`config.mk`:
```
export PLATFORM = sky130hd
export DESIGN_NAME = hub_strap_sampler
export DESIGN_NICKNAME = d
export VERILOG_FILES = /design/src/hss_pkg.sv /design/src/hss_sync.sv /design/src/hss_irq.sv /design/src/hub_strap_sampler.sv
export SDC_FILE = /design/constraint.sdc
export NUM_CORES = 1
export LEC_CHECK = 0
export BUFFER_PORTS_ARGS = -buffer_cell sky130_fd_sc_hd__buf_2
export CAP_MARGIN = 20
export CORE_ASPECT_RATIO = 1.5
export CORE_MARGIN = 8
export CORE_UTILIZATION = 25
export CTS_BUF_LIST = sky130_fd_sc_hd__clkbuf_2
export DETAILED_ROUTE_END_ITERATION = 12
export GPL_TIMING_DRIVEN = 0
export PLACE_DENSITY = 0.5
export SLEW_MARGIN = 10
export SYNTH_ARGS = -nofsm -noshare
export SYNTH_HDL_FRONTEND = slang
export SYNTH_HIERARCHICAL = 1
export SYNTH_SLANG_ARGS = --single-unit
```
`constraint.sdc`:
```
create_clock -name pclk -period 4.8 [get_ports pclk]
set_input_delay 0.24 -clock pclk [delete_from_list [all_inputs] [get_ports pclk]]
set_output_delay 0.24 -clock pclk [all_outputs]
set_load 0.005 [all_outputs]
```
`src/hss_pkg.sv`:
```
// Purpose: Shared constants and types for the hub strap sampler.
// Assumes: 32-bit APB register bus, one aligned word per register.
// Notes: Every offset, field position and reset value lives here.
package hss_pkg;

  // ---------------------------------------------------------------
  // Register byte offsets
  // ---------------------------------------------------------------
  localparam logic [7:0] HSS_REG_STATUS = 8'h00;    // Captured straps, live state
  localparam logic [7:0] HSS_REG_CONTROL = 8'h04;   // Power and LED requests
  localparam logic [7:0] HSS_REG_DOWNLOAD = 8'h08;  // Downloaded configuration
  localparam logic [7:0] HSS_REG_IRQ_STAT = 8'h0c;  // Sticky events, cleared by read
  localparam logic [7:0] HSS_REG_IRQ_MASK = 8'h10;  // Interrupt enables

  // ---------------------------------------------------------------
  // Field positions
  // ---------------------------------------------------------------
  localparam int HSS_ST_METHOD = 0;       // [1:0] configuration method
  localparam int HSS_ST_FIXED_CODE = 2;   // [3:2] captured fixed-device code
  localparam int HSS_ST_PORT_OFF = 4;     // Captured port-off strap
  localparam int HSS_ST_GANG = 5;         // Captured gang strap
  localparam int HSS_ST_POWER_POL = 6;    // Latched power polarity
  localparam int HSS_ST_EFF_FIXED = 7;    // [9:7] effective non-removable mask
  localparam int HSS_ST_EFF_OFF = 10;     // Effective port 3 disable
  localparam int HSS_ST_EFF_GANG = 11;    // Effective ganged mode
  localparam int HSS_ST_RUN = 12;         // Straps captured, block running
  localparam int HSS_ST_POWER_ON = 13;    // [15:13] power granted per port
  localparam int HSS_ST_OC = 16;          // [18:16] over-current live per port
  localparam int HSS_CT_POWER = 0;        // [2:0] power request per port
  localparam int HSS_CT_LED = 3;          // [5:3] LED request per port
  localparam int HSS_DL_FIXED = 0;        // [1:0] downloaded fixed-device code
  localparam int HSS_DL_PORT_OFF = 2;     // Downloaded port 3 disable
  localparam int HSS_DL_GANG = 3;         // Downloaded ganged mode
  localparam int HSS_DL_LED_EN = 4;       // Downloaded LED support enable

  // ---------------------------------------------------------------
  // Sizes, reset values and timing counts
  // ---------------------------------------------------------------
  localparam int HSS_PORTS = 3;           // Downstream ports
  localparam int HSS_EVENTS = 4;          // Bit 0 capture done, bits 3:1 over-current
  localparam int HSS_SYNC_IN = 10;        // Pins passing the synchroniser
  localparam logic [1:0] HSS_SETTLE_EDGES = 2'h2;  // Edges for synchroniser to fill
  localparam logic [2:0] HSS_PORTS_RST = 3'h0;     // Requests off after reset
  localparam logic [2:0] HSS_OC_PREV_RST = 3'h7;   // No false onset after reset
  localparam logic [3:0] HSS_IRQ_RST = 4'h0;       // Status and mask reset
  localparam logic [31:0] HSS_RDATA_RST = 32'h0000_0000;

  // ---------------------------------------------------------------
  // Enumerations
  // ---------------------------------------------------------------
  typedef enum logic [1:0] {
    HSS_METHOD_SMBUS = 2'b00,    // Slave download over the serial port
    HSS_METHOD_DEFAULT = 2'b01,  // Internal default, straps apply
    HSS_METHOD_EEPROM = 2'b10    // Load from serial EEPROM
  } hss_method_t;

  typedef enum logic [1:0] {
    HSS_ST_SETTLE = 2'b00,       // Waiting for synchronised straps
    HSS_ST_ACTIVE = 2'b01        // Straps held until next reset
  } hss_state_t;

endpackage

```
`src/hss_sync.sv`:
```
// Purpose: Two-flop synchroniser for pin inputs.
// Assumes: Inputs are asynchronous to pclk.
// Notes: First stage is read only by the second stage.
module hss_sync
  import hss_pkg::*;
#(
  parameter int WIDTH = HSS_SYNC_IN
) (
  input wire logic pclk,
  input wire logic presetn,
  input wire logic [WIDTH-1:0] async_in,
  output logic [WIDTH-1:0] sync_out
);

  // ---------------------------------------------------------------
  // State
  // ---------------------------------------------------------------
  typedef struct packed {
    logic [WIDTH-1:0] stage1;  // Metastable capture
    logic [WIDTH-1:0] stage2;  // Resolved value
  } hss_sync_t;

  hss_sync_t cur;
  hss_sync_t next_cur;

  // Shift the pin value through two stages
  always_comb begin
    next_cur = cur;
    next_cur.stage1 = async_in;
    next_cur.stage2 = cur.stage1;
  end

  // Register the copy
  always_ff @(posedge pclk or negedge presetn) begin
    if (!presetn) begin
      cur <= '0;
    end else begin
      cur <= next_cur;
    end
  end

  assign sync_out = cur.stage2;

endmodule

```
`src/hss_irq.sv`:
```
// Purpose: Sticky event status, mask and level interrupt.
// Assumes: Clear strobe comes from a status read on the same clock.
// Notes: A set in the clearing cycle survives the clear.
module hss_irq
  import hss_pkg::*;
#(
  parameter int N = HSS_EVENTS
) (
  input wire logic pclk,
  input wire logic presetn,
  input wire logic [N-1:0] event_set,
  input wire logic status_clear,
  input wire logic mask_write,
  input wire logic [N-1:0] mask_wdata,
  output logic [N-1:0] status,
  output logic [N-1:0] mask,
  output logic irq
);

  // ---------------------------------------------------------------
  // State
  // ---------------------------------------------------------------
  typedef struct packed {
    logic [N-1:0] status;  // Sticky event bits
    logic [N-1:0] mask;    // One enables the event onto irq
  } hss_irq_t;

  hss_irq_t cur;
  hss_irq_t next_cur;

  // Per-bit set and clear; the set term is applied last so it wins
  always_comb begin
    next_cur = cur;
    for (int i = 0; i < N; i++) begin
      if (status_clear) begin
        next_cur.status[i] = 1'b0;
      end
      if (event_set[i]) begin
        next_cur.status[i] = 1'b1;
      end
    end
    if (mask_write) begin
      next_cur.mask = mask_wdata;
    end
  end

  // Register the copy
  always_ff @(posedge pclk or negedge presetn) begin
    if (!presetn) begin
      cur <= '0;
    end else begin
      cur <= next_cur;
    end
  end

  assign status = cur.status;
  assign mask = cur.mask;
  assign irq = |(cur.status & cur.mask);

endmodule

```
`src/hub_strap_sampler.sv`:
```
// Purpose: Reset-time strap capture and port power / LED polarity for a 3-port hub.
// Assumes: pclk 25 MHz; presetn is the hardware reset; straps are board resistors.
// Notes: LED pins double as straps, so they are never driven before capture.
//
// What this block does
// - Port-off strap one: port 3 off, LED low
// - Download LED support: port 1/2 LEDs active low
// - Default config samples fixed-device straps at release
// - Code 00: all removable, both LEDs high
// - Code 01: port 1 fixed, LED1 low
// - Code 10: ports 1,2 fixed, LED2 low
// - Code 11: ports 1-3 fixed, both LEDs low
// - Default config samples gang strap at release
// - Gang zero per-port, one ganged power/sensing
// - In reset, live polarity keeps power off
// - Latch power polarity at release until reset
// - Polarity one active high, zero active low
// - Low method select read at release
// - High method select combined at release
// - High 0 SMBus, 10 default, 11 EEPROM
// - Port-off strap zero: all enabled, LED high
// - Default config samples port-off strap at release
//
// The placing of the registers and the APB slave port were decided locally.
module hub_strap_sampler
  import hss_pkg::*;
(
  input wire logic pclk,
  input wire logic presetn,
  // APB slave
  input wire logic psel,
  input wire logic penable,
  input wire logic pwrite,
  input wire logic [7:0] paddr,
  input wire logic [31:0] pwdata,
  output logic [31:0] prdata,
  output logic pready,
  output logic pslverr,
  output logic irq,
  // Shared LED / strap pins: bit 0 port 1, bit 1 port 2
  input wire logic [1:0] lower_port_leds_in,
  output logic [1:0] lower_port_leds_out,
  output logic [1:0] lower_port_leds_oe,
  // Port 3 LED shared with the port-off strap
  input wire logic third_port_led_in,
  output logic third_port_led_out,
  output logic third_port_led_oe,
  // Plain strap and sense inputs
  input wire logic gang_mode_strap,
  input wire logic power_level_strap,
  input wire logic config_method_low,
  input wire logic config_method_high,
  input wire logic [2:0] overcurrent_sense_in,
  // Port power switch enables
  output logic [2:0] port_power_enable
);

  // ---------------------------------------------------------------
  // Decoding helpers
  // ---------------------------------------------------------------
  // Method from the two select straps
  function automatic hss_method_t method_of(input logic high, input logic low);
    if (!high) begin
      return HSS_METHOD_SMBUS;     // Low select is a don't-care
    end else if (!low) begin
      return HSS_METHOD_DEFAULT;
    end else begin
      return HSS_METHOD_EEPROM;
    end
  endfunction

  // Non-removable port mask from the fixed-device code
  function automatic logic [2:0] fixed_mask(input logic [1:0] code);
    case (code)
      2'b00: return 3'b000;        // All removable
      2'b01: return 3'b001;        // Port 1
      2'b10: return 3'b011;        // Ports 1 and 2
      2'b11: return 3'b111;        // Ports 1, 2 and 3
      default: return 3'b000;
    endcase
  endfunction

  // ---------------------------------------------------------------
  // State
  // ---------------------------------------------------------------
  typedef struct packed {
    hss_state_t state;        // Settle or active
    logic [1:0] settle_cnt;   // Edges since release
    hss_method_t method;      // Captured configuration method
    logic [1:0] fixed_code;   // Captured fixed-device code
    logic port_off;           // Captured port-off strap
    logic gang;               // Captured gang strap
    logic power_pol;          // Latched power polarity
    logic [2:0] power_req;    // Software power request
    logic [2:0] led_req;      // Software LED request
    logic [1:0] dl_fixed;     // Downloaded fixed-device code
    logic dl_port_off;        // Downloaded port 3 disable
    logic dl_gang;            // Downloaded ganged mode
    logic dl_led_en;          // Downloaded LED support
    logic [2:0] power_on;     // Granted power per port
    logic [2:0] power_pin;    // Power pin level after polarity
    logic [2:0] led_pin;      // LED pin level after polarity
    logic [2:0] led_oe;       // LED pin drive enable
    logic [2:0] oc_prev;      // Over-current seen last cycle
    logic [31:0] rdata;       // Read data held for the access phase
  } hss_top_t;

  hss_top_t cur;
  hss_top_t next_cur;

  logic [HSS_SYNC_IN-1:0] pins_async;   // Raw pins into the synchroniser
  logic [HSS_SYNC_IN-1:0] pins_sync;    // Same pins, two flops later
  logic [1:0] sync_lower_leds;          // Port 1/2 strap level
  logic sync_third_led;                 // Port-off strap level
  logic sync_gang;                      // Gang strap level
  logic sync_pol;                       // Polarity strap level
  logic sync_cfg_low;                   // Low method select level
  logic sync_cfg_high;                  // High method select level
  logic [2:0] oc_active;                // Over-current, active high
  logic is_default;                     // Straps govern configuration
  logic [1:0] eff_fixed;                // Effective fixed-device code
  logic eff_port_off;                   // Effective port 3 disable
  logic eff_gang;                       // Effective ganged mode
  logic [2:0] led_low;                  // LED active-low per port
  logic [2:0] led_drive;                // LEDs that may be driven
  logic [2:0] oc_block;                 // Ports blocked by over-current
  logic [2:0] want_on;                  // Power wanted before blocking
  logic [HSS_EVENTS-1:0] events;        // Pulses into the status register
  logic [HSS_EVENTS-1:0] irq_status;    // Sticky status
  logic [HSS_EVENTS-1:0] irq_mask;      // Mask
  logic setup;                          // APB setup phase
  logic access;                         // APB access phase
  logic addr_ok;                        // Address is mapped
  logic stat_clear;                     // Read of the sticky status
  logic mask_write;                     // Write of the mask

  // ---------------------------------------------------------------
  // Pin synchronisers
  // ---------------------------------------------------------------
  // Straps and sense lines come from the board, so all pass the synchroniser; only the pre-capture power output reads power_level_strap raw
  assign pins_async = {overcurrent_sense_in, config_method_high, config_method_low,
                       power_level_strap, gang_mode_strap, third_port_led_in,
                       lower_port_leds_in};

  hss_sync #(
    .WIDTH(HSS_SYNC_IN)
  ) u_sync (
    .pclk(pclk),
    .presetn(presetn),
    .async_in(pins_async),
    .sync_out(pins_sync)
  );

  assign sync_lower_leds = pins_sync[1:0];
  assign sync_third_led = pins_sync[2];
  assign sync_gang = pins_sync[3];
  assign sync_pol = pins_sync[4];
  assign sync_cfg_low = pins_sync[5];
  assign sync_cfg_high = pins_sync[6];
  // Sense lines rest high on the pull-up; low means over-current
  assign oc_active = ~pins_sync[9:7];

  // ---------------------------------------------------------------
  // Effective configuration
  // ---------------------------------------------------------------
  // Straps apply only under the internal default method
  always_comb begin
    is_default = (cur.method == HSS_METHOD_DEFAULT);
    if (is_default) begin
      eff_fixed = cur.fixed_code;
      eff_port_off = cur.port_off;
      eff_gang = cur.gang;
      // Port 1/2 LED polarity follows the fixed-device code bit for bit, port 3 the port-off strap
      led_low = {cur.port_off, cur.fixed_code};
      led_drive = 3'b111;
    end else begin
      eff_fixed = cur.dl_fixed;
      eff_port_off = cur.dl_port_off;
      eff_gang = cur.dl_gang;
      led_low = 3'b111;
      led_drive = {3{cur.dl_led_en}};        // Undriven without LED support
    end
  end

  // Over-current blocking: any port in ganged mode trips all ports
  always_comb begin
    if (eff_gang) begin
      oc_block = {3{|oc_active}};
      want_on = {3{cur.power_req[0]}};       // One switch for all ports
    end else begin
      oc_block = oc_active;
      want_on = cur.power_req;
    end
  end

  // ---------------------------------------------------------------
  // APB decode
  // ---------------------------------------------------------------
  assign setup = psel && !penable;
  assign access = psel && penable;
  assign addr_ok = (paddr == HSS_REG_STATUS) || (paddr == HSS_REG_CONTROL) ||
                   (paddr == HSS_REG_DOWNLOAD) || (paddr == HSS_REG_IRQ_STAT) ||
                   (paddr == HSS_REG_IRQ_MASK);
  assign stat_clear = access && !pwrite && (paddr == HSS_REG_IRQ_STAT);
  assign mask_write = access && pwrite && (paddr == HSS_REG_IRQ_MASK);
  // Every access completes in one access cycle
  assign pready = 1'b1;
  assign pslverr = access && !addr_ok;

  // Capture and over-current onsets; unread bits survive the clear
  assign events = {oc_active & ~cur.oc_prev & {3{cur.state == HSS_ST_ACTIVE}},
                   (cur.state == HSS_ST_SETTLE) && (cur.settle_cnt == HSS_SETTLE_EDGES)};

  hss_irq #(
    .N(HSS_EVENTS)
  ) u_irq (
    .pclk(pclk),
    .presetn(presetn),
    .event_set(events | (irq_status & ~cur.rdata[HSS_EVENTS-1:0] & {HSS_EVENTS{stat_clear}})),
    .status_clear(stat_clear),
    .mask_write(mask_write),
    .mask_wdata(pwdata[HSS_EVENTS-1:0]),
    .status(irq_status),
    .mask(irq_mask),
    .irq(irq)
  );

  // ---------------------------------------------------------------
  // Next state
  // ---------------------------------------------------------------
  always_comb begin
    next_cur = cur;
    case (cur.state)
      // Wait until the synchroniser holds the post-release pin levels
      HSS_ST_SETTLE: begin
        if (cur.settle_cnt == HSS_SETTLE_EDGES) begin
          next_cur.method = method_of(sync_cfg_high, sync_cfg_low);
          next_cur.fixed_code = sync_lower_leds;
          next_cur.port_off = sync_third_led;
          next_cur.gang = sync_gang;
          next_cur.power_pol = sync_pol;
          next_cur.power_pin = {3{~sync_pol}};  // Off until first update
          next_cur.state = HSS_ST_ACTIVE;
        end else begin
          next_cur.settle_cnt = cur.settle_cnt + 2'h1;
        end
      end
      // Captured values stay put until the next reset
      HSS_ST_ACTIVE: begin
        next_cur.oc_prev = oc_active;
        // Port 3 can never be powered while disabled
        next_cur.power_on = want_on & ~oc_block & {~eff_port_off, 2'b11};
        // Active-high polarity passes the level, active-low inverts it
        next_cur.power_pin = cur.power_pol ? next_cur.power_on
                                           : ~next_cur.power_on;
        // Disabled port 3 never lights
        next_cur.led_pin = (cur.led_req & {~eff_port_off, 2'b11}) ^ led_low;
        next_cur.led_oe = led_drive;
      end
      default: begin
        next_cur.state = HSS_ST_SETTLE;
      end
    endcase

    // Register writes take effect at the access edge
    if (access && pwrite) begin
      case (paddr)
        HSS_REG_CONTROL: begin
          next_cur.power_req = pwdata[HSS_CT_POWER +: 3];
          next_cur.led_req = pwdata[HSS_CT_LED +: 3];
        end
        HSS_REG_DOWNLOAD: begin
          next_cur.dl_fixed = pwdata[HSS_DL_FIXED +: 2];
          next_cur.dl_port_off = pwdata[HSS_DL_PORT_OFF];
          next_cur.dl_gang = pwdata[HSS_DL_GANG];
          next_cur.dl_led_en = pwdata[HSS_DL_LED_EN];
        end
        default: begin
        end
      endcase
    end

    // Read data is prepared in the setup cycle so prdata is a flop
    if (setup && !pwrite) begin
      next_cur.rdata = HSS_RDATA_RST;
      case (paddr)
        HSS_REG_STATUS: begin
          next_cur.rdata[HSS_ST_METHOD +: 2] = cur.method;
          next_cur.rdata[HSS_ST_FIXED_CODE +: 2] = cur.fixed_code;
          next_cur.rdata[HSS_ST_PORT_OFF] = cur.port_off;
          next_cur.rdata[HSS_ST_GANG] = cur.gang;
          next_cur.rdata[HSS_ST_POWER_POL] = cur.power_pol;
          next_cur.rdata[HSS_ST_EFF_FIXED +: 3] = fixed_mask(eff_fixed);
          next_cur.rdata[HSS_ST_EFF_OFF] = eff_port_off;
          next_cur.rdata[HSS_ST_EFF_GANG] = eff_gang;
          next_cur.rdata[HSS_ST_RUN] = (cur.state == HSS_ST_ACTIVE);
          next_cur.rdata[HSS_ST_POWER_ON +: 3] = cur.power_on;
          next_cur.rdata[HSS_ST_OC +: 3] = oc_active;
        end
        HSS_REG_CONTROL: begin
          next_cur.rdata[HSS_CT_POWER +: 3] = cur.power_req;
          next_cur.rdata[HSS_CT_LED +: 3] = cur.led_req;
        end
        HSS_REG_DOWNLOAD: begin
          next_cur.rdata[HSS_DL_FIXED +: 2] = cur.dl_fixed;
          next_cur.rdata[HSS_DL_PORT_OFF] = cur.dl_port_off;
          next_cur.rdata[HSS_DL_GANG] = cur.dl_gang;
          next_cur.rdata[HSS_DL_LED_EN] = cur.dl_led_en;
        end
        // Status sampled here; any later event stays for the next read
        HSS_REG_IRQ_STAT: next_cur.rdata[HSS_EVENTS-1:0] = irq_status;
        HSS_REG_IRQ_MASK: next_cur.rdata[HSS_EVENTS-1:0] = irq_mask;
        default: next_cur.rdata = HSS_RDATA_RST;
      endcase
    end
  end

  // ---------------------------------------------------------------
  // State register
  // ---------------------------------------------------------------
  // Reset loads constants only; straps are taken after release
  always_ff @(posedge pclk or negedge presetn) begin
    if (!presetn) begin
      cur <= '0;
      cur.state <= HSS_ST_SETTLE;
      cur.method <= HSS_METHOD_SMBUS;
      cur.power_req <= HSS_PORTS_RST;
      cur.led_req <= HSS_PORTS_RST;
      cur.oc_prev <= HSS_OC_PREV_RST;
      cur.rdata <= HSS_RDATA_RST;
    end else begin
      cur <= next_cur;
    end
  end

  // ---------------------------------------------------------------
  // Outputs
  // ---------------------------------------------------------------
  // Until capture the live strap sets the inactive level, so no port is powered;
  // combinational on purpose: no clock edge can be trusted during reset.
  assign port_power_enable = (!presetn || cur.state != HSS_ST_ACTIVE) ?
                             {3{~power_level_strap}} : cur.power_pin;

  // LED pins stay released while their levels are still straps
  assign lower_port_leds_out = cur.led_pin[1:0];
  assign lower_port_leds_oe = cur.led_oe[1:0];
  assign third_port_led_out = cur.led_pin[2];
  assign third_port_led_oe = cur.led_oe[2];
  assign prdata = cur.rdata;

endmodule

```
; ---- Word level (Yosys, flattened, before mapping)
; Cells that the tools add are included.
[classes]
n_div = 0
magnitude_cmp = 0
n_eq_ne = 12
n_addsub = 1
shift = 0
reduce_logical = 34
mul = 0
bitwise = 20
mux = 25
[ops]
columns = op, n
row1 = $mux 3, 7
row2 = $pmux 4 s5, 1
row3 = $eq 8x4->1 const B, 2
row4 = $and 3x3->3, 5
row5 = $mux 13, 1
row6 = $and 4x4->4, 3
row7 = $not 3->3, 4
row8 = $pmux 3 s4, 1
row9 = $reduce_and 2->1, 6
row10 = $reduce_bool 2->1, 5
row11 = $logic_and 1x1->1, 9
row12 = $eq 8x3->1 const B, 1
row13 = $eq 8x5->1 const B, 1
row14 = $logic_not 8->1, 1
row15 = $mux 2, 4
row16 = $mux 1, 7
row17 = $eq 2x1->1 const B, 3
row18 = $eq 2x2->1 const B, 3
row19 = $pmux 3 s2, 1
row20 = $logic_or 1x1->1, 5
row21 = $not 1->1, 5
row22 = $logic_not 1->1, 4
row23 = $logic_not 2->1, 2
row24 = $ne 2x1->1 const B, 2
row25 = 9 further kinds, 9
[totals]
reg_bits = 84
latchBits = 0
ramBits = 0
wordCells = 118
romBits = 0
memories = 0

; ---- Longest topological paths before layout
; Gate-level depths: netlist (run 1).
[depth]
depth_word = 9
depth_mapped = 7
mapped_depth_nobuf = 7

; ---- Cells and area by module
; Netlist (run 1), hierarchy kept.
[by_module_without_submodules]
columns = module, n_inst, seq_area_each_um2, cells_each, area_per_inst_um2
row1 = hub_strap_sampler, 1, 1330.0, 292, 2934.1
row2 = hss_sync, 1, 500.5, 30, 575.6
row3 = hss_irq, 1, 200.2, 20, 297.8

; ---- Least setup slack after synthesis (run 1)
; Ideal clock, no wire load.
[synth_timing]
kind = in2reg
from = input paddr[5]
to = register cur[47] (netlist name)
setup_time_ns = 0.125
stages = 5
slack_ns = 2.613
arrival_time_ns = 2.062
n_path_buf = 1
required_ns = 4.675
cell_sequence = or4_4 or3_4 or4b_4 buf_6 mux2_4
[synth_via]
elab_chain_cells = 2
[synth_rtl]
columns = element, line
row1 = start: declaration, hub_strap_sampler.sv:34  ; input wire logic [7:0] paddr,
row2 = $eq 8x4->1, hub_strap_sampler.sv:267  ; case (paddr)
row3 = $reduce_and 2->1 (no source line), -
row4 = end signal: assignment, hub_strap_sampler.sv:332  ; cur <= next_cur;
row5 = end: declaration, hub_strap_sampler.sv:108  ; hss_top_t cur;
; Every way passes these cells.
; A chain may end at the register's enable or synchronous reset.

; ---- Final worst setup path (run 1)
[layout_timing]
from = register cur[67] (netlist name)
to = output port_power_enable[0]
[layout_via]
elab_chain_cells = 3
[layout_rtl]
columns = element, line
row1 = $ne 2x1->1, hub_strap_sampler.sv:341  ; assign port_power_enable = (!presetn || cur.state != HSS_ST_ACTIVE) ?
row2 = $logic_or 1x1->1, hub_strap_sampler.sv:341
row3 = $mux 3, hub_strap_sampler.sv:341
row4 = end: declaration, hub_strap_sampler.sv:55  ; output logic [2:0] port_power_enable
; Every way passes these cells.

==> results of run 1 <==
-- through the flow --
step | setup slack (ns) | hold WS, ns | cells | utilization
2_1_floorplan | 2.613 | -0.05559 | 354 | -
3_3_place_gp | 2.110 | 0.3329 | 611 | 0.2927
3_5_place_dp | 2.426 | 0.1729 | 613 | 0.2951
4_1_cts | 2.167 | 0.01291 | 647 | 0.3132
5_1_grt | 2.029 | 0.05020 | 650 | 0.3147
6_report | 2.278 | 0.1308 | 650 | 0.3147
-- repair_timing --
item                                   4_1_cts  5_1_grt
endpoints found under the hold margin      104        3
buffers inserted                             0        0
hold buffers                                18        2
-- routing by layer --
metal	vias up	GRT usage	share of wire
li1	1317	-	-
met1	1289	0.1146	0.40
met2	74	0.1756	0.52
met3	10	0.03097	0.060
met4	0	0.04474	0.017
met5	-	0	0
-- power groups by stage --
stage                logic, W  registers (W)  clock network (W)
floorplan           0.0000590       0.000722                  0
global placement     0.000105       0.000726                  0
detailed placement   0.000109       0.000726                  0
CTS                  0.000121       0.000714           0.000333
global route         0.000134       0.000717           0.000366
finish               0.000120       0.000714           0.000312
-- layout make-up --
cell class | instances | area (sq um)
fillers | 1620 | 10280
well taps | 199 | 249.0
clock inverters | 7 | 46.29
multi-input cells | 198 | 1355
repair buffers | 80 | 525.5
flip-flops and latches | 81 | 2031
inverters | 13 | 48.80
clock buffers | 9 | 45.04
diodes | 1 | 2.502
plain buffers | 62 | 417.9
-- logic make-up (layout without fill, tap and decap cells) --
family                     Yosys count  after routing  share of synthesized area
adders and majority gates            1              1                   0.003286
muxes                               32             32                     0.1147
and+or+nand+nor                     94             94                     0.1196
DFF                                 81             81                     0.5334
AOI/OAI and AO/OA                   53             53                    0.09530
other                                2             15                   0.001972
buffers and inverters               75            171                     0.1226
xor gates and xnor gates             4              4                   0.009203
-- layout by cell type (no fill, tap or decap), types with 3 or more instances in the layout --
| cell type | count |
|---|---|
| a31o_2 | 3 |
| clkbuf_2 | 9 |
| nor2_1 | 14 |
| a21oi_1 | 5 |
| conb_1 | 14 |
| nand2_1 | 48 |
| mux4_2 | 4 |
| or4_1 | 4 |
| nand3_1 | 5 |
| a221o_1 | 4 |
| inv_1 | 12 |
| buf_2 | 59 |
| a31oi_1 | 4 |
| dfrtp_1 | 78 |
| o21ai_0 | 16 |
| buf_4 | 48 |
| mux2_2 | 5 |
| a22oi_1 | 3 |
| clkbuf_1 | 11 |
| a22o_1 | 5 |
| nand2b_1 | 7 |
| mux2_4 | 11 |
| and3_1 | 3 |
| xnor2_1 | 3 |
| mux2i_1 | 8 |
| a21o_1 | 4 |
| mux2_1 | 4 |
| dlygate4sd3_1 | 20 |
| dfstp_2 | 3 |
-- how the worst min path moves through the flow --
stage                                   from                      endpoint  slack [ns]
detailed placement                   presetn        prdata[16]$_DFFE_PN0P_        0.17
global route                        paddr[6]         prdata[4]$_DFFE_PN0P_        0.05
CTS                                 paddr[4]         prdata[4]$_DFFE_PN0P_        0.01
global placement    u_sync/cur[14]$_DFF_PN0_  u_sync/sync_out[4]$_DFF_PN0_        0.33
floorplan                            presetn           cur[41]$_DFFE_PN0N_       -0.06
finish                               presetn        prdata[16]$_DFFE_PN0P_        0.13
-- synth_stat cells, types with 4 or more instances --
library cell,instances
nor2_1,14
dfrtp_1,78
mux2_2,5
buf_4,47
or4_1,4
mux4_2,4
nand2_1,48
inv_1,12
nand2b_1,7
nand3_1,5
a21oi_1,5
a31oi_1,4
clkbuf_1,11
a21o_1,4
mux2_1,4
mux2_4,11
mux2i_1,8
a221o_1,4
o21ai_0,16
a22o_1,5
-- flip-flops by register name, summed over array words and instances, names as in the netlist --
signal,count
third_port_led_out,1
cur,30
lower_port_leds_oe,1
u_sync/cur,10
u_irq/mask,4
u_sync/sync_out,10
u_irq/status,4
lower_port_leds_out,2
prdata,19
==> metrics, run 1 <==
Core Region=15000 sq um; TritonCTS clock tree=yes; prevailing post-synth register cell=dfrtp_1; Antenna Nets Post-Route=0; Final Cell Area=4721 sq um; CTS buffer count=9; Max H-tree Level=3; termination of the worst setup path=port_power_enable[0]; CTS resizes=0; clock latency on the worst-skew pair=0.54 ns; Startpoint Class=flip-flop; CP Launch Point=cur[67]$_DFFE_PN0P_; Max Fanout on Critical Path=10; Post-synth EDFFs=0; GRT Residual Overflow=0; CP Buf/Inv Count=3; dpl cell area=4427 sq um; Clock Sinks=81; CP Capture Type=primary output; ys async rst share=1.000; final max-slew violation count=0; clk slew on worst S/H paths=0.22 ns; crit-path max cell delay=0.50 ns; Sequential Power Share=0.623; largest net degree at the start of global routing=61; Buffers on Ports=58; RR Startpoint=cur[64]$_DFFE_PN0P_; Final HPWL DP=7.279 mm; DR vias=2690; Post-Syn Area=3807 sq um; post-synth top area share=0.5127; combinational share of power=0.105; root buf cell=clkbuf_2; count of final setup violators=0; share of cells above drive strength 1=0.3444; FF+latch count, synth=81; first-pass GRT wire length=15.12 mm; global-route usage over all layers=0.1030; fin crit share=0.5254; syn_area_per_cell=11.13 sq um; final wirelength=9.574 mm; Yosys warning count=6; status=finished clean; die height=167.1 um; switching share of power=0.2738; critical path type=reg2out; required time of the critical path=4.56 ns; Int Power=0.0008320 W; cells after synthesis=342; First-pass DRT Iterations=4; num ports=99; maximum buffer depth of the clock tree=2; HP Class=in2async; vias in the first global route=2783; Die Wd=116.8 um; NumNets Final=501; residual DRC count=0; Period minus WS final=2.522 ns; count of cell types in the netlist=49; antenna violations before repair=1; power density over cell area=242.7 nW/um^2; Setup Skew=0.04069 ns; worst r2r path cells=6; Pwr Total=0.001146 W; Worst Path Arrival=2.28 ns; Leakage=2.381 nW; max_cap viols=0; Clk pwr share=0.272; r2r setup slk=2.53 ns; Synth area leader=dfrtp_1; CP cell instances=clkbuf_1 -> clkbuf_1 -> a31o_2 -> buf_2; critical path's top delay family=buffers and inverters; Synth area leaders=dfrtp_1, buf_4, nand2_1; DIE AREA=19520 sq um; Worst path slowest cell=clkbuf_1; Slew @ Worst Pin=0.6101 ns; Slew headroom=0.5933; Hold Vio Cnt, Final=0; DR WL/cell=14.73 um; register area share after synthesis=0.5334; RSZ-0062 raised after global routing=false; IR Drop Worst-Case VDD=103.4 uV; Rows=55; post-DR vias/cell=4.138; most frequent CP cell=clkbuf_1; Layout Area Growth over Synthesis=23.99%; effective utilization at floorplan=0.2538; Stages on worst setup path=4; Final GP Congestion=0.8526; capture point of the worst reg-to-reg path=cur[46]$_DFFE_PN0P_; initial drt markers=141; fmax=396.5 MHz; setup_tns=0 ns; Net Switching=0.0003137 W
(Power assumes the default switching activity.)
==> run 2, diff against run 1 <==
==> constraint.sdc (replaced) <==
create_clock -name pclk -period 2.4 [get_ports pclk]
set_input_delay 0.12 -clock pclk [delete_from_list [all_inputs] [get_ports pclk]]
set_output_delay 0.12 -clock pclk [all_outputs]
set_load 0.005 [all_outputs]
==> run 2 against run 1 <==
Compared with the run above:
- first-iteration DRC count grew 0.71%
- final cell count up 0.31%
- critical path depth grew 4
- critical path type is now in2reg
==> metrics, run 2 (synthesized netlist as in run 1, its figures left out) <==
maximum buffer depth of the clock tree=2 (unchanged); Final Cell Area=4753 sq um (+0.69%); max reg flops=30 (unchanged); DIE AREA=19520 sq um (unchanged); residual DRC count=0 (unchanged); global-route usage over all layers=0.1041 (+0.001041); first-pass GRT wire length=15.26 mm (+0.96%); final wirelength=9.652 mm (+0.81%); dpl cell area=4427 sq um (unchanged); Hold Vio Cnt, Final=0 (unchanged); IR Drop Worst-Case VDD=207.0 uV (+100%); power density over cell area=483.9 nW/um^2 (+99%); Final GP Congestion=0.8526 (unchanged); setup_tns=0 ns (unchanged); largest net degree at the start of global routing=61 (unchanged); Clk pwr share=0.274 (+0.002); switching share of power=0.2758 (+0.001958); Final Util=0.3168 (+0.002168); TritonCTS clock tree=yes; Slew headroom=0.3779 (-0.2154); Setup Skew=0.04904 ns (+0.008345 ns); die height=167.1 um (unchanged); Net Switching=0.0006344 W (+100%); Antenna Nets Post-Route=0 (unchanged); Slew @ Worst Pin=0.9301 ns (+0.3200 ns); worst r2r path cells=6 (unchanged); Fillers=1613 (-0.43%); Worst Path Arrival=2.64 ns (+0.36 ns); fmax=457.7 MHz; CP Launch Point=paddr[4]; Period minus WS final=2.185 ns; Max H-tree Level=3 (unchanged); post-DR vias/cell=4.210 (+1.7%); Max Fanout on Critical Path=5 (-5); effective utilization at floorplan=0.2538 (unchanged); most common cell after layout, fill and taps aside=dfrtp_1; Final HPWL DP=7.279 mm (unchanged); DR WL/cell=14.80 um (+0.51%); worst hold path stage count=4; Largest Register=cur; clk slew on worst S/H paths=0.26 ns (+0.04 ns); clock latency on the worst-skew pair=0.56 ns (+0.02 ns); fin crit share=0.9103; max_cap viols=0 (unchanged); Die Wd=116.8 um (unchanged); First-pass DRT Iterations=4 (unchanged); Startpoint Class=primary input; status=finished clean; Layout Area Growth over Synthesis=24.84%; initial drt markers=142 (+0.71%); root buf cell=clkbuf_2; Rows=55 (unchanged); Hold WS=0.09462 ns (-0.03615 ns); RSZ-0062 raised after global routing=false; antenna violations before repair=1 (unchanged); final max-slew violation count=0 (unchanged); Sequential Power Share=0.621 (-0.002); vias in the first global route=2807 (+0.86%); Pwr Total=0.002300 W (+100%); GRT Residual Overflow=0 (unchanged); HP Class=in2reg; HP Start=paddr[2]; Core Region=15000 sq um (unchanged); r2r setup slk=0.24 ns (-2.29 ns); count of final setup violators=0 (unchanged); DR vias=2745 (+2.0%); Leakage=2.391 nW (+0.46%); combinational share of power=0.105 (about the same); RR Startpoint=cur[64]$_DFFE_PN0P_; Int Power=0.001666 W (+100%); CP Capture Type=flip-flop; share of cells above drive strength 1=0.3496 (+0.005113); num ports=99 (unchanged); Clock Sinks=81 (unchanged); most frequent cells in the layout=dfrtp_1, buf_2, nand2_1, buf_4, dlygate4sd3_1; CTS buffer count=9 (unchanged); required time of the critical path=2.86 ns (-1.70 ns); Buffers on Ports=58 (unchanged); critical path type=in2reg; NumNets Final=503 (+0.40%)
run 2: cell count changes in the layout (fill, tap and decap cells not counted):
cell           previous run  this run
buf_1                     2         1
mux2i_2                   0         1
clkbuf_2                  9        10
dlygate4sd3_1            20        23
mux2i_1                   8         7
clkbuf_1                 11         9
buf_2                    59        60
run 2: cell type report:
type | instances | area, sq um | share of cell area
multi-input combinational | 198 | 1359 | 0.2859
inverter | 13 | 48.80 | 0.01027
tap | 199 | 249.0 | 0.05238
antenna | 1 | 2.502 | 0.0005265
clock buffer | 9 | 45.04 | 0.009476
buffer | 61 | 416.7 | 0.08765
sequential | 81 | 2031 | 0.4272
timing repair buffer | 83 | 555.5 | 0.1169
clock inverter | 7 | 46.29 | 0.009739
run 2: stage by stage:
stage	setup slack, ns	cells
floorplan	0.3326	354
global placement	-0.1215	611
detailed placement	0.1462	613
CTS	0.07904	652
global route	0.08385	652
finish	0.2153	652
run 2: critical path: stages:
cell           delay, ns
dlygate4sd3_1       0.54
buf_2               0.14
nor3_1              0.48
nand2_1             0.22
nor4b_1             0.32
dlygate4sd3_1       0.61
inv_2               0.06
a21o_1              0.15
run 2: worst paths after layout:
kind / endpoint
worst max-delay path: u_irq/status[2]$_DFFE_PN0P_
worst min-delay path: cur[51]$_DFFE_PN0P_
worst max register to register: cur[46]$_DFFE_PN0P_
worst min register to register: u_sync/sync_out[4]$_DFF_PN0_
max in group asynchronous: cur[41]$_DFFE_PN0N_
min in group asynchronous: cur[51]$_DFFE_PN0P_
run 2: what timing repair did:
item	in CTS	in global routing
pin swaps	0	0
setup buffers	0	0
endpoints found under the setup margin	3	5
hold buffers	23	0
resized for setup	2	1
hold endpoints to repair	108	0
cloned	0	0
run 2: power groups by stage:
stage	combinational, W	sequential, W	clock, W
after floorplan	0.000118	0.00144	0
after global placement	0.000210	0.00145	0
after detailed placement	0.000218	0.00145	0
after CTS	0.000247	0.00143	0.000665
after global routing	0.000272	0.00143	0.000731
final	0.000243	0.00143	0.000629
run 2: layer usage:
layer | up-vias | wire length [um] | track usage
met2 | 93 | 5021 | 0.1771
met3 | 10 | 635 | 0.03061
li1 | 1326 | - | -
met5 | - | 0 | 0
met4 | 0 | 129 | 0.04474
met1 | 1316 | 3865 | 0.1166
==> run 3, diff against run 2 <==
--- a/config.mk
+++ b/config.mk
@@ -6,7 +6,6 @@
 export NUM_CORES = 1
 export LEC_CHECK = 0
 export BUFFER_PORTS_ARGS = -buffer_cell sky130_fd_sc_hd__buf_2
-export CAP_MARGIN = 20
 export CORE_ASPECT_RATIO = 1.5
 export CORE_MARGIN = 8
 export CORE_UTILIZATION = 25
==> constraint.sdc (replaced) <==
create_clock -name pclk -period 2.2 [get_ports pclk]
set_input_delay 0.11 -clock pclk [delete_from_list [all_inputs] [get_ports pclk]]
set_output_delay 0.11 -clock pclk [all_outputs]
set_load 0.005 [all_outputs]
==> run 3 against run 2 <==
Compared with the run above:
- final cell count down 0.15%
- power up 15%
- cell area up 0.84%
- register-to-register slack worse by 0.07 ns
- clock power up 32%
- first-iteration DRC count down 30%
- hold slack about the same
- clock skew down 0.012 ns
- combinational power up 10%
- largest power group unchanged
- global-route usage up 0.18 points
- critical path type is now reg2reg
==> metrics, run 3 (synthesized netlist as in run 1, its figures left out) <==
status=finished clean; r2r setup slk=0.17 ns (-0.07 ns); Buffers on Ports=58 (unchanged); count of final setup violators=0 (unchanged); switching share of power=0.2679 (-0.007854); power density over cell area=554.2 nW/um^2 (+15%); Setup Skew=0.03740 ns (-0.01164 ns); worst hold path stage count=4 (unchanged); IR Drop Worst-Case VDD=195.3 uV (-5.6%); CP cell instances=nand2b_1 -> mux2_2 -> a21oi_1 -> xor2_1 -> mux2i_1; First-pass DRT Iterations=4 (unchanged); num ports=99 (unchanged); Antenna Nets Post-Route=0 (unchanged); required time of the critical path=2.63 ns (-0.23 ns); Largest Register=cur; Final GP Congestion=0.8526 (unchanged); TritonCTS clock tree=yes; DR WL/cell=15.00 um (+1.3%); capture point of the worst reg-to-reg path=cur[41]$_DFFE_PN0N_; clock latency on the worst-skew pair=0.55 ns (about the same); final wirelength=9.766 mm (+1.2%); maximum buffer depth of the clock tree=2 (unchanged); largest net degree at the start of global routing=61 (unchanged); CP Buf/Inv Count=0 (-4); critical path type=reg2reg; Setup Fix Bufs, Post-CTS=0 (unchanged); most common cell after layout, fill and taps aside=dfrtp_1; fin crit share=0.9234; root buf cell=clkbuf_2; post-DR vias/cell=4.203 (-0.17%); Max H-tree Level=3 (unchanged); Rows=55 (unchanged); fmax=492.3 MHz; HP Class=in2reg; Hold Vio Cnt, Final=0 (unchanged); Final HPWL DP=7.278 mm (about the same); Startpoint Class=flip-flop; placed cell count=612 (-0.16%); Leakage=2.400 nW (+0.36%); antenna violations before repair=1 (unchanged); CP Capture Type=flip-flop; Sequential Power Share=0.587 (-0.034); max reg flops=30 (unchanged); DIE AREA=19520 sq um (unchanged); Slew headroom=0.3842 (+0.006285); Layout Area Growth over Synthesis=25.90%; Final Util=0.3195 (+0.002669); HP Start=paddr[2]; critical path's top delay family=multiplexers; worst r2r path cells=5 (-1); pre-CTS setup slack=-0.3225 ns (-0.4687 ns); WHS Endpoint=cur[47]$_DFFE_PN0P_; residual DRC count=0 (unchanged); Net Switching=0.0007118 W (+12%); RR Startpoint=cur[64]$_DFFE_PN0P_; global-route usage over all layers=0.1059 (+0.001816); Worst path slowest cell=dfrtp_1; combinational share of power=0.101 (-0.004); max_cap viols=0 (unchanged); clk slew on worst S/H paths=0.26 ns (about the same); vias in the first global route=2793 (-0.50%); GRT Residual Overflow=0 (unchanged); initial drt markers=100 (-30%); crit-path max cell delay=0.44 ns (-0.17 ns); Clock Sinks=81 (unchanged); Die Wd=116.8 um (unchanged); CTS buffer count=9 (unchanged); fin cells=651 (-0.15%); Fillers=1638 (+1.5%); share of cells above drive strength 1=0.3570 (+0.007427); first-pass GRT wire length=15.49 mm (+1.5%); die height=167.1 um (unchanged); Worst Path Arrival=2.46 ns (-0.18 ns); Core Region=15000 sq um (unchanged); dpl cell area=4422 sq um (-0.11%); effective utilization at floorplan=0.2538 (unchanged); RSZ-0062 raised after global routing=false; NumNets Final=502 (-0.20%); final max-slew violation count=0 (unchanged); Int Power=0.001945 W (+17%); most frequent cells in the layout=dfrtp_1, buf_2, nand2_1, buf_4, dlygate4sd3_1; DR vias=2736 (-0.33%); setup ws final=0.1685 ns (-0.04673 ns); Period minus WS final=2.031 ns; Slew @ Worst Pin=0.9207 ns (-0.009397 ns); Max Fanout on Critical Path=10 (+5); Clk pwr share=0.313 (+0.039); Final Cell Area=4793 sq um (+0.84%)
run 3: worst reg2reg max path, delay by kind of cell (launching register included):
family	cells	cell delay [ns]
simple gates	1	0.42
mux	2	0.53
flops	1	0.44
compound gates	1	0.35
xor+xnor	1	0.18
run 3: power by group through the flow:
| stage | registers [W] | logic (W) | clock network [W] |
|---|---|---|---|
| CTS | 0.00156 | 0.000272 | 0.000878 |
| floorplan | 0.00158 | 0.000129 | 0 |
| detailed placement | 0.00158 | 0.000238 | 0 |
| global route | 0.00157 | 0.000300 | 0.000940 |
| finish | 0.00156 | 0.000268 | 0.000830 |
| global placement | 0.00158 | 0.000230 | 0 |
run 3: area by class of cell:
class	instances	area [sq um]	area share
diodes	1	2.502	0.0005221
plain buffers	60	412.9	0.08614
clock buffers	9	45.04	0.009397
clock inverters	7	77.57	0.01618
inverters	13	48.80	0.01018
multi-input cells	198	1365	0.2848
flip-flops and latches	81	2032	0.4239
well taps	199	249.0	0.05194
repair buffers	83	560.5	0.1169
run 3: worst max-delay path by stage:
stage                   startpoint                      to  slack (ns)  cells after the start
5_1_grt        cur[64]$_DFFE_PN0P_     cur[41]$_DFFE_PN0N_        0.03                      5
2_1_floorplan             paddr[5]     cur[47]$_DFFE_PN0P_        0.14                      5
3_3_place_gp              paddr[5]   prdata[5]$_DFFE_PN0P_       -0.31                      6
4_1_cts                     pwrite  prdata[13]$_DFFE_PN0P_        0.02                      6
3_5_place_dp              paddr[5]   prdata[5]$_DFFE_PN0P_       -0.32                      6
6_report       cur[64]$_DFFE_PN0P_     cur[41]$_DFFE_PN0N_        0.17                      5
run 3: repair_timing:
item / in CTS / in global routing
hold buffers: 24 / 0
resized for setup: 3 / 1
setup endpoints to repair: 6 / 3
hold endpoints to repair: 108 / 0
run 3: layer usage:
layer	up-vias	GRT usage	wire, um	share of wire
li1	1324	-	-	-
met1	1329	0.1204	4006	0.41
met2	70	0.1778	4950	0.51
met3	13	0.03169	582	0.060
met4	0	0.04530	228	0.023
met5	-	0	0	0
run 3: stage by stage:
| stage | hold WS, ns | TNS [ns] | total power [W] |
|---|---|---|---|
| floorplan | -0.1856 | 0 | 0.001704 |
| detailed placement | 0.04055 | -2.073 | 0.001823 |
| global route | 0.004871 | 0 | 0.002804 |
| global placement | 0.2205 | -2.850 | 0.001813 |
| CTS | 0.02108 | 0 | 0.002710 |
| finish | 0.09484 | 0 | 0.002657 |
